## config.mk

```make
export PLATFORM = sky130hd
export DESIGN_NAME = homing_top
export DESIGN_NICKNAME = d
export VERILOG_FILES = /design/src/common/homing_pkg.sv /design/src/core/homing_axis.sv /design/src/core/homing_top.sv
export SDC_FILE = /design/constraint.sdc
export NUM_CORES = 2
export LEC_CHECK = 0
export ABC_AREA = 1
export BUFFER_PORTS_ARGS = -buffer_cell sky130_fd_sc_hd__buf_2
export CAP_MARGIN = 20
export CORE_MARGIN = 8
export CORE_UTILIZATION = 50
export DETAILED_ROUTE_END_ITERATION = 8
export PLACE_DENSITY = 0.66
export RECOVER_POWER = 25
export SYNTH_ARGS = -nofsm -noshare
export SYNTH_HDL_FRONTEND = slang
export SYNTH_SLANG_ARGS = --single-unit
```

## constraint.sdc

```tcl
create_clock -name REF_CLK -period 7.13 [get_ports REF_CLK]
set_input_delay 0 -clock REF_CLK [delete_from_list [all_inputs] [get_ports REF_CLK]]
set_output_delay 0 -clock REF_CLK [all_outputs]
set_load 0.02 [all_outputs]
```

## src/common/homing_pkg.sv

```systemverilog
//Contract
// - phase one runs at run rate until the near-origin input is active.
// - phase two runs at slow seek rate until the origin input is active.
// - phase three runs at slow seek rate until the index pulse is active.
// - phase four moves the offset count of pulses at run rate, no sensor.
// - each phase setting is 0 skip, 1 positive or 2 negative, on its own.
// - the offset accepts 0 up to 2147483647 pulses.
// - each axis holds its own slow seek rate in pulses per second.
// - a per-axis option lets the limit switch act as the origin input.
// - a start command launches homing on every selected idle axis at once; a selected axis that is busy ignores it.
// - each axis reports whether homing has completed or is still in progress.
// - a sensor phase ends on its active input; the next enabled one follows.
// - the run rate register sets run rate, nonzero and at most the maximum.
package homing_pkg;

  localparam int CLK_PERIOD_NS = 8;
  localparam int CLK_HZ        = 1000000000 / CLK_PERIOD_NS;
  localparam int MAX_RATE_PPS  = 4000000;
  localparam int RATE_W        = 22;
  localparam int ACC_W         = 28;
  localparam int OFFSET_W      = 31;
  localparam int CFG_W         = 9;
  localparam int CFG_LIMIT_BIT = 8;

  localparam logic [7:0] AXIS_STRIDE    = 8'h20;
  localparam logic [7:0] OFF_RUN_RATE   = 8'h00;
  localparam logic [7:0] OFF_SLOW_RATE  = 8'h04;
  localparam logic [7:0] OFF_PHASE_CFG  = 8'h08;
  localparam logic [7:0] OFF_OFFSET     = 8'h0C;
  localparam logic [7:0] OFF_START      = 8'h80;
  localparam logic [7:0] OFF_STATUS     = 8'h84;
  localparam logic [7:0] OFF_IRQ_STATUS = 8'h88;
  localparam logic [7:0] OFF_IRQ_MASK   = 8'h8C;

  localparam logic [31:0] RATE_RST   = 32'h0000_0000;
  localparam logic [8:0]  CFG_RST    = 9'h000;
  localparam logic [30:0] OFFSET_RST = 31'h0000_0000;
  localparam logic [3:0]  MASK_RST   = 4'h0;

  localparam logic [1:0] SET_SKIP = 2'h0;
  localparam logic [1:0] SET_POS  = 2'h1;
  localparam logic [1:0] SET_NEG  = 2'h2;

  typedef enum logic [2:0] {
    PH_IDLE   = 3'b000,
    PH_NEAR   = 3'b001,
    PH_ORIGIN = 3'b010,
    PH_INDEX  = 3'b011,
    PH_OFFSET = 3'b100
  } phase_e;

  // zero or over-range rates would stall or overrun the pulse generator
  function automatic logic [RATE_W-1:0] clamp_rate(input logic [31:0] r);
    if (r == 32'h0000_0000)
      clamp_rate = RATE_W'(1);
    else if (r > 32'(MAX_RATE_PPS))
      clamp_rate = RATE_W'(MAX_RATE_PPS);
    else
      clamp_rate = r[RATE_W-1:0];
  endfunction : clamp_rate

  // first enabled phase at or after index from; idle when none left
  function automatic phase_e first_phase(input logic [7:0] cfg,
                                         input int         from);
    phase_e p;
    p = PH_IDLE;
    for (int i = 3; i >= 0; i--)
    begin
      if (i >= from && (cfg[2*i +: 2] == SET_POS || cfg[2*i +: 2] == SET_NEG))
        p = phase_e'(3'(i + 1));
    end
    first_phase = p;
  endfunction : first_phase

endpackage : homing_pkg

```

## src/core/homing_axis.sv

```systemverilog
module homing_axis
  import homing_pkg::*;
(
  // clock and reset
  input  wire logic                clk,
  input  wire logic                arst_n,
  input  wire logic                ce,
  // configuration
  input  wire logic                start,
  input  wire logic [RATE_W-1:0]   run_rate,
  input  wire logic [RATE_W-1:0]   slow_rate,
  input  wire logic [CFG_W-1:0]    cfg,
  input  wire logic [OFFSET_W-1:0] offset,
  // sensors
  input  wire logic                near_in,
  input  wire logic                origin_in,
  input  wire logic                index_in,
  input  wire logic                lim_pos,
  input  wire logic                lim_neg,
  // motor side and status
  output logic                     pulse,
  output logic                     dir,
  output logic                     busy,
  output logic                     done_evt
);

  typedef struct packed {
    phase_e              ph;
    logic [ACC_W-1:0]    acc;
    logic [OFFSET_W-1:0] remain;
    logic                dir;
    logic                pulse;
    logic                done_evt;
  } axis_s;

  axis_s            s_reg;
  axis_s            s_next;
  logic [RATE_W-1:0] rate;
  logic [ACC_W-1:0]  sum;
  logic              hit;
  logic              lim_origin;

  always_comb
  begin
    s_next          = s_reg;
    s_next.pulse    = 1'b0;
    s_next.done_evt = 1'b0;
    lim_origin      = s_reg.dir ? lim_pos : lim_neg;
    if (s_reg.ph == PH_NEAR || s_reg.ph == PH_OFFSET)
      rate = run_rate;
    else
      rate = slow_rate;
    sum = s_reg.acc + ACC_W'(rate);
    case (s_reg.ph)
      PH_NEAR:   hit = near_in;
      PH_ORIGIN: hit = cfg[CFG_LIMIT_BIT] ? lim_origin : origin_in;
      PH_INDEX:  hit = index_in;
      PH_OFFSET: hit = (s_reg.remain == '0);
      default:   hit = 1'b0;
    endcase
    case (s_reg.ph)
      PH_IDLE:
      begin
        if (start)
        begin
          s_next.ph       = first_phase(cfg[7:0], 0);
          s_next.acc      = '0;
          s_next.remain   = offset;
          s_next.done_evt = (first_phase(cfg[7:0], 0) == PH_IDLE);
        end
      end
      default:
      begin
        if (hit)
        begin
          s_next.ph       = first_phase(cfg[7:0], int'(s_reg.ph));
          s_next.acc      = '0;
          s_next.done_evt = (s_next.ph == PH_IDLE);
        end
        else if (sum >= ACC_W'(CLK_HZ))
        begin
          // phase accumulator: average rate exact, jitter one clock
          s_next.acc   = sum - ACC_W'(CLK_HZ);
          s_next.pulse = 1'b1;
          if (s_reg.ph == PH_OFFSET)
            s_next.remain = s_reg.remain - OFFSET_W'(1);
        end
        else
          s_next.acc = sum;
      end
    endcase
    if (s_next.ph != PH_IDLE)
      s_next.dir = (cfg[2*(int'(s_next.ph) - 1) +: 2] == SET_POS);
  end

  always_ff @(posedge clk or negedge arst_n)
  begin
    if (!arst_n)
      s_reg <= '{ph: PH_IDLE, dir: 1'b1, default: '0};
    else if (ce)
      s_reg <= s_next;
  end

  assign pulse    = s_reg.pulse;
  assign dir      = s_reg.dir;
  assign busy     = (s_reg.ph != PH_IDLE);
  assign done_evt = s_reg.done_evt;

endmodule : homing_axis

```

## src/core/homing_top.sv

```systemverilog
// Design decisions made here: the register addresses and the APB register port.
module homing_top
  import homing_pkg::*;
#(
  parameter int AXES = 4
)
(
  // clock, reset, enable
  input  wire logic            REF_CLK,
  input  wire logic            ARST_N,
  input  wire logic            CE,
  // apb slave
  input  wire logic            PSEL,
  input  wire logic            PENABLE,
  input  wire logic            PWRITE,
  input  wire logic [7:0]      PADDR,
  input  wire logic [31:0]     PWDATA,
  output logic      [31:0]     PRDATA,
  output logic                 PREADY,
  output logic                 PSLVERR,
  // axis sensors
  input  wire logic [AXES-1:0] NEAR_ORIGIN_INPUT,
  input  wire logic [AXES-1:0] ORIGIN_INPUT,
  input  wire logic [AXES-1:0] INDEX_PULSE_INPUT,
  input  wire logic [AXES-1:0] LIMIT_POS,
  input  wire logic [AXES-1:0] LIMIT_NEG,
  // motor drive
  output logic      [AXES-1:0] PULSE_OUT,
  output logic      [AXES-1:0] DIR_OUT,
  // interrupt
  output logic                 IRQ
);

  typedef struct packed {
    logic [AXES-1:0][31:0]       run_rate;
    logic [AXES-1:0][31:0]       slow_rate;
    logic [AXES-1:0][CFG_W-1:0]  cfg;
    logic [AXES-1:0][OFFSET_W-1:0] offset;
    logic [AXES-1:0]             start;
    logic [AXES-1:0]             irq_stat;
    logic [AXES-1:0]             irq_mask;
    logic [31:0]                 rdata;
    logic                        slverr;
    logic                        rvalid;
  } regs_s;

  regs_s           r_reg;
  regs_s           r_next;

  logic [AXES-1:0] busy;
  logic [AXES-1:0] done_evt;

  // address decode
  logic            axis_hit;
  logic [1:0]      axis_idx;
  logic [7:0]      axis_off;
  logic            glob_hit;
  logic            mapped;
  logic            wr_go;
  logic [31:0]     rd_val;
  logic [AXES-1:0] w1c;

  // one aligned word per register; axes sit in strides of 0x20
  always_comb
  begin
    axis_idx = PADDR[6:5];
    axis_off = {3'b000, PADDR[4:0]};
    axis_hit = 1'b0;
    glob_hit = 1'b0;
    if (PADDR[1:0] != 2'b00)
      axis_hit = 1'b0;
    else if (PADDR < 8'(AXES * int'(AXIS_STRIDE)))
    begin
      if (axis_off == OFF_RUN_RATE)
        axis_hit = 1'b1;
      else if (axis_off == OFF_SLOW_RATE)
        axis_hit = 1'b1;
      else if (axis_off == OFF_PHASE_CFG)
        axis_hit = 1'b1;
      else if (axis_off == OFF_OFFSET)
        axis_hit = 1'b1;
    end
    else if (PADDR == OFF_START)
      glob_hit = 1'b1;
    else if (PADDR == OFF_STATUS)
      glob_hit = 1'b1;
    else if (PADDR == OFF_IRQ_STATUS)
      glob_hit = 1'b1;
    else if (PADDR == OFF_IRQ_MASK)
      glob_hit = 1'b1;
    mapped = axis_hit || glob_hit;
  end

  // read multiplexer
  always_comb
  begin
    rd_val = 32'h0000_0000;
    if (axis_hit)
    begin
      if (axis_off == OFF_RUN_RATE)
        rd_val = r_reg.run_rate[axis_idx];
      else if (axis_off == OFF_SLOW_RATE)
        rd_val = r_reg.slow_rate[axis_idx];
      else if (axis_off == OFF_PHASE_CFG)
        rd_val = 32'(r_reg.cfg[axis_idx]);
      else if (axis_off == OFF_OFFSET)
        rd_val = 32'(r_reg.offset[axis_idx]);
    end
    else if (PADDR == OFF_STATUS)
      rd_val = 32'({~busy, busy});
    else if (PADDR == OFF_IRQ_STATUS)
      rd_val = 32'(r_reg.irq_stat);
    else if (PADDR == OFF_IRQ_MASK)
      rd_val = 32'(r_reg.irq_mask);
  end

  // data captured in the setup cycle, so the access cycle reads flops
  assign PREADY  = PENABLE && r_reg.rvalid && CE;
  assign PRDATA  = r_reg.rdata;
  assign PSLVERR = PENABLE && r_reg.rvalid && r_reg.slverr;
  assign wr_go   = PSEL && PENABLE && r_reg.rvalid && PWRITE && mapped;

  always_comb
  begin
    r_next        = r_reg;
    r_next.start  = '0;
    r_next.rvalid = PSEL && !(PENABLE && r_reg.rvalid);
    w1c           = '0;
    if (PSEL && !r_reg.rvalid)
    begin
      r_next.rdata  = PWRITE ? 32'h0000_0000 : rd_val;
      r_next.slverr = !mapped;
    end
    if (wr_go && axis_hit)
    begin
      if (axis_off == OFF_RUN_RATE)
        r_next.run_rate[axis_idx] = PWDATA;
      else if (axis_off == OFF_SLOW_RATE)
        r_next.slow_rate[axis_idx] = PWDATA;
      else if (axis_off == OFF_PHASE_CFG)
        r_next.cfg[axis_idx] = PWDATA[CFG_W-1:0];
      else if (axis_off == OFF_OFFSET)
        r_next.offset[axis_idx] = PWDATA[OFFSET_W-1:0];
    end
    else if (wr_go && PADDR == OFF_START)
      r_next.start = PWDATA[AXES-1:0] & ~busy;
    else if (wr_go && PADDR == OFF_IRQ_STATUS)
      w1c = PWDATA[AXES-1:0];
    else if (wr_go && PADDR == OFF_IRQ_MASK)
      r_next.irq_mask = PWDATA[AXES-1:0];
    // a completion in the clearing cycle stays set
    r_next.irq_stat = (r_reg.irq_stat & ~w1c) | done_evt;
  end

  always_ff @(posedge REF_CLK or negedge ARST_N)
  begin
    if (!ARST_N)
    begin
      r_reg           <= '0;
      r_reg.run_rate  <= {AXES{RATE_RST}};
      r_reg.slow_rate <= {AXES{RATE_RST}};
      r_reg.cfg       <= {AXES{CFG_RST}};
      r_reg.offset    <= {AXES{OFFSET_RST}};
      r_reg.irq_mask  <= MASK_RST[AXES-1:0];
    end
    else if (CE)
      r_reg <= r_next;
  end

  assign IRQ = |(r_reg.irq_stat & r_reg.irq_mask);

  // all selected axes run side by side
  for (genvar a = 0; a < AXES; a++)
  begin : g_axis
    homing_axis u_axis (
      .clk       (REF_CLK),
      .arst_n    (ARST_N),
      .ce        (CE),
      .start     (r_reg.start[a]),
      .run_rate  (clamp_rate(r_reg.run_rate[a])),
      .slow_rate (clamp_rate(r_reg.slow_rate[a])),
      .cfg       (r_reg.cfg[a]),
      .offset    (r_reg.offset[a]),
      .near_in   (NEAR_ORIGIN_INPUT[a]),
      .origin_in (ORIGIN_INPUT[a]),
      .index_in  (INDEX_PULSE_INPUT[a]),
      .lim_pos   (LIMIT_POS[a]),
      .lim_neg   (LIMIT_NEG[a]),
      .pulse     (PULSE_OUT[a]),
      .dir       (DIR_OUT[a]),
      .busy      (busy[a]),
      .done_evt  (done_evt[a])
    );
  end

endmodule : homing_top

```

After elaboration in Yosys (flattened, before gate mapping):

Index checks and enable logic that the tools add are counted.

* flip-flop bits (word level): 722
* logic and storage cells: 472
* output and inout port bits: 43
* input port bits: 66

* shift operators: 4
* magnitude comparators: 31
* multiplexer cells: 180
* $add $sub $neg: 16
* equality and inequality tests: 67
* reductions and logical operators: 116
* bitwise gates (word level): 12

Operators by type and width (number)
* two-way mux 31 bit: 16
* two-way mux 62 bit: 8
* two-way mux 22 bit: 20
* bitwise mux 128 bit: 2
* > comparator 32 x 22 -> 1 bit (second input constant): 8
* logical NOT 32 bit: 8
* two-way mux 28 bit: 8
* two-way mux 32 bit: 7
* two-way mux 3 bit: 52
* binary-select mux 32 bit (select 2 bit): 2
* variable part select 9 x 32 -> 2 bit: 4
* bitwise mux 124 bit: 1
* logical NOT 31 bit: 4
* subtractor 31 x 1 -> 31 bit (second input constant): 4
* adder 28 x 22 -> 28 bit: 4
* >= comparator 28 x 27 -> 1 bit (second input constant): 4
* subtractor 28 x 27 -> 28 bit (second input constant): 4
* demux 32 bit (select 2 bit): 1
* binary-select mux 31 bit (select 2 bit): 1
* demux 31 bit (select 2 bit): 1
* two-way mux 1 bit: 44
* equality test 2 x 1 -> 1 bit (second input constant): 20
* bitwise mux 36 bit: 1
* logical NOT 3 bit: 12
* 37 further kinds: 190

Logic depth before layout (Yosys ltp):

* depth in word-level cells: 16
* depth in mapped cells: 37

Cells and area by module:

Synthesis repeated with hierarchy kept, for this count alone.

* cells, all modules: 8108
* area, all modules: 53114.7 um^2

Modules (own cells, without submodules)
* homing_top: sequential area each 11561.1 um^2, times used 1, cells each 3097, area an instance 23309.9 um^2
* homing_axis at g_axis[1].u_axis: sequential area each 1627.8 um^2, times used 1, cells each 1275, area an instance 7754.9 um^2
* homing_axis at g_axis[2].u_axis: sequential area each 1627.8 um^2, times used 1, cells each 1244, area an instance 7389.6 um^2
* homing_axis at g_axis[3].u_axis: sequential area each 1627.8 um^2, times used 1, cells each 1254, area an instance 7382.1 um^2
* homing_axis at g_axis[0].u_axis: sequential area each 1627.8 um^2, times used 1, cells each 1238, area an instance 7278.2 um^2

Worst setup path after synthesis:

Ideal clock, no wire load.

* path kind: flip-flop to flip-flop
* start: register r_reg[277] (netlist bit)
* end: register g_axis[2].u_axis.s_reg[56] (netlist bit)
* data required time: 7.013 ns
* arrival time: 4.414 ns
* slack: 2.599 ns
* stages on the path, launching flop included: 32
* clock period less this slack: 4.531 ns
* path through: dfrtp_1 > inv_1 > nand4_1 > nor2_1 > a31oi_1 > o21ai_0 > a21oi_1 > nor3_1 > nand2_1 > clkbuf_1 > o22ai_1 > ha_1 > nand3_1 > nand2_2 > nand2_1 > nand2_1 > xnor2_1 > ha_1 > nor3b_1 > nand4_1 > nor2_1 > nand2_1 > nor3_1 > nand3_1 > nor2_1 > nand2_1 > nand3_2 > buf_6 > buf_8 > nand3_1 > nand3_1 > nand2_1

* cells in the longest elaborated chain, start to end: 9

Ends and longest elaborated chain
* from (decl): line homing_top.sv:47 `regs_s r_reg;`
* from (signal assigned): line homing_top.sv:167 `r_reg <= r_next;`
* > comparator 32 x 22 -> 1 bit: line homing_pkg.sv:56 `else if (r > 32'(MAX_RATE_PPS))`
* two-way mux 22 bit: line homing_pkg.sv:56
* two-way mux 22 bit *: line homing_pkg.sv:54 `if (r == 32'h0000_0000)`
* two-way mux 22 bit *: line homing_axis.sv:49 `if (s_reg.ph == PH_NEAR || s_reg.ph == PH_OFFSET)`
* adder 28 x 22 -> 28 bit *: line homing_axis.sv:53 `sum = s_reg.acc + ACC_W'(rate);`
* subtractor 28 x 27 -> 28 bit or >= comparator 28 x 27 -> 1 bit (tied branches): line homing_axis.sv:83, homing_axis.sv:80
* two-way mux 28 bit *: line homing_axis.sv:80 `else if (sum >= ACC_W'(CLK_HZ))`
* two-way mux 28 bit *: line homing_axis.sv:74 `if (hit)`
* two-way mux 62 bit *: line homing_axis.sv:61 `case (s_reg.ph)`
* to (signal assigned): line homing_axis.sv:101 `s_reg <= s_next;`
* to (decl): line homing_axis.sv:36 `axis_s s_reg;`

Mark *: on every way between the ends. The rest lies on a longest branch, timed or not.
A chain may end at the register's enable or synchronous reset.

Worst setup path in the final report:

* start: register r_reg[302] (netlist bit)
* end: register g_axis[3].u_axis.s_reg[22] (netlist bit)

* cells in the longest elaborated chain, start to end: 8

Ends and longest elaborated chain (line)
* > comparator 32 x 22 -> 1 bit: homing_pkg.sv:56
* two-way mux 22 bit: homing_pkg.sv:56
* two-way mux 22 bit *: homing_pkg.sv:54
* two-way mux 22 bit *: homing_axis.sv:49
* adder 28 x 22 -> 28 bit *: homing_axis.sv:53
* >= comparator 28 x 27 -> 1 bit *: homing_axis.sv:80
* nonzero test 2 bit (no source line) *
* AND reduction 5 bit (no source line) *
* to (signal assigned): homing_axis.sv:101
* to (decl): homing_axis.sv:36

Marked as above.

==> out/results.tsv <==
metric	value	unit
status	finished, violations left	
violations	max-capacitance violations, max-slew violations	
cts_root_buf	clkbuf_16	
cp.required	7670	ps
hold_viol_final	0	
clk_pin_slew	60	ps
grt-ovfl-total	0	
cts_buffers	86	
avgSynthCellArea	6.843	sq um
fp-row-count	114	
worstSetupPathType	reg2reg	
io_buffers	108	
critPathMaxFanout	54	
grt_pass1_wl	283300	um
setup_viol	0	
placed_area	0.05031	sq mm
cts_tree	done	
fin_skew	40.36	ps
htreeDepth	3	
drt_iter0_drc	7061	
start_util	0.5053	
cpPeakStageDelay	530	ps
timing.critical_path.mode_cell	nor2_1	
yosys.area.top_type	dfrtp_1	
via_per_inst	5.925	
fin_setup_tns	0	ps
synth-seq-cells	722	
nNetsFinal	7312	
p_sw_frac	0.4188	
netlist_instances	7151	
place_inst	8289	
worst_slew_pin_slew	4246	ps
end_kind	register	
p_seq_frac	0.314	
core-area	0.09685	sq mm
fmax	155.7	MHz
grt_pass1_vias	45290	
post-route-period-util	0.9007	
layout_commonest_cell	nand2_1	
fin_util	0.5526	
powerDensity	296.6	mW/mm^2
synth_top_area_frac	0.3672	
drt-total-wl	189400	um
hpwl	139900	um
synth-main-ff-cell	dfrtp_1	
fp.dieW	328.8	um
slowest_stage	nor2_1	
drc	0	
switchingPower	6.647	mW
syn_to_final_growth	9.358	%
syn_nets	7329	
async_flop_share	1.000	
io_pins	109	
slew-limit-headroom	-1.831	
combPwrFrac	0.390	
ys_seq_area_frac	0.3693	
fp.dieArea	0.1081	sq mm
vdd_ir_drop_max	0.2583	mV
place.gp.congestion	1.036	
clk_path_buf_depth	3	
largest_register_ffs	430	
dr.pass1.iters	9	
fp.dieH	328.8	um
final_antenna_net_count	0	
layout_common_cells	nand2_1 (2249), inv_1 (797), dfrtp_1 (718), o21ai_0 (654), nand3_1 (505)	
synth_area	0.04894	sq mm
synthTopCellsByArea	dfrtp_1 (37%), nand2_1 (17%), o21ai_0 (6.7%)	
numClockSinks	722	
maxCapViolCount	6	
globalRouteTotalUtil	0.3402	
yosysWarnings	0	
vias	50270	
final_cell_area	0.05352	sq mm
instances_no_fill	8484	
p_int	9.223	mW
synth_edf_count	0	
hold_path.class	in2reg	
antenna_found_initial	8	
finalWorstSetupSlack	708.1	ps
leakage	26.65	nW
critPathLaunchType	register	
power_frac_clock	0.296	
report.final.slew_viol_count	687	
clock_latency	690	ps
drive_gt1_frac	0.07499	
synth_cell_types	66	
arrival	6960	ps
post_cts.repair.setup_buffers	0	
post-route-min-period	6422	ps
grt_max_degree	167	
pre_cts_ws	754.5	ps
avgRoutedWirePerCell	22.32	um
rsz0062_at_grt	no	
n_fill_cell	9456	
==> final timing paths <==
kind / start / endpoint / slack [ps] / depth (start not counted)
max: r_reg[302] / g_axis[3].u_axis.s_reg[22] / 710 / 32
max reg2reg: r_reg[302] / g_axis[3].u_axis.s_reg[22] / 710 / 32
max in group asynchronous: ARST_N / g_axis[2].u_axis.s_reg[56] / 2030 / 4
min reg2reg: g_axis[0].u_axis.s_reg[4] / g_axis[0].u_axis.s_reg[4] / 480 / 2
min in group asynchronous: ARST_N / g_axis[0].u_axis.dir / 870 / 3
min: PWDATA[9] / r_reg[86] / 20 / 3
==> cell usage after synthesis (46+ instances only) <==
master / number
nor4_1: 48
o22ai_1: 173
o21ai_1: 48
clkbuf_1: 216
nor2_1: 437
inv_1: 798
nand4_1: 130
o21ai_0: 658
nand2_1: 2256
xor2_1: 69
nand3_1: 509
a22oi_1: 93
nor3_1: 109
ha_1: 108
dfrtp_1: 718
nand2_2: 73
a21oi_1: 160
buf_4: 46
==> critical path: cells and delay by family (launching register included) <==
family | cells | cell delay (ps)
compound gates | 5 | 800
xor+xnor | 1 | 250
fa+ha+maj | 2 | 480
buf+inv | 3 | 350
flops | 1 | 500
simple gates | 21 | 3820
==> layer usage <==
| metal | vias up | share of wire | track usage |
|---|---|---|---|
| li1 | 23570 | - | - |
| met1 | 23570 | 0.43 | 0.4883 |
| met2 | 2695 | 0.41 | 0.4855 |
| met3 | 419 | 0.12 | 0.07949 |
| met4 | 4 | 0.052 | 0.1503 |
| met5 | - | 0.00014 | 0 |
==> power groups by stage <==
stage | sequential, mW | combinational (mW) | clock [mW]
2_1_floorplan | 4.88 | 4.47 | 0
3_3_place_gp | 5.03 | 5.96 | 0
3_5_place_dp | 5.03 | 6.04 | 0
4_1_cts | 4.97 | 6.09 | 4.73
5_1_grt | 5.04 | 6.86 | 4.88
6_report | 4.98 | 6.19 | 4.70
==> cell families after synthesis <==
group,count (synthesis),synth area share
DFF,722,0.3693
adders and majority gates,112,0.02925
xor gates and xnor gates,114,0.02040
AOI/OAI and AO/OA,1348,0.1612
and+or+nand+nor,3691,0.3239
buffers and inverters,1164,0.09593
==> metrics by stage <==
stage | hold WS, ps | total power [mW]
6_report | 24.87 | 15.87
3_3_place_gp | 45.38 | 10.99
4_1_cts | 2.978 | 15.78
2_1_floorplan | -295.6 | 9.358
3_5_place_dp | 36.38 | 11.07
5_1_grt | 38.24 | 16.77
==> what timing repair did <==
item                                   in CTS  in global routing
resized for setup                           0                  1
hold buffers                               26                  2
endpoints found under the hold margin     268                 10
setup endpoints to repair                   0                 16
==> final cells by class <==
class                           count  area (sq um)  share of cell area
Sequential cell                   722         18070              0.3377
Timing Repair Buffer              213          1399             0.02614
Multi-Input combinational cell   5265         26290              0.4913
Clock buffer                      118          2464             0.04603
Inverter                          846          3176             0.05934
Clock inverter                     37         498.0            0.009305
Tap cell                         1276          1597             0.02983
Antenna cell                        7         17.52           0.0003273
Note: power is estimated with default switching activity, not from simulation.
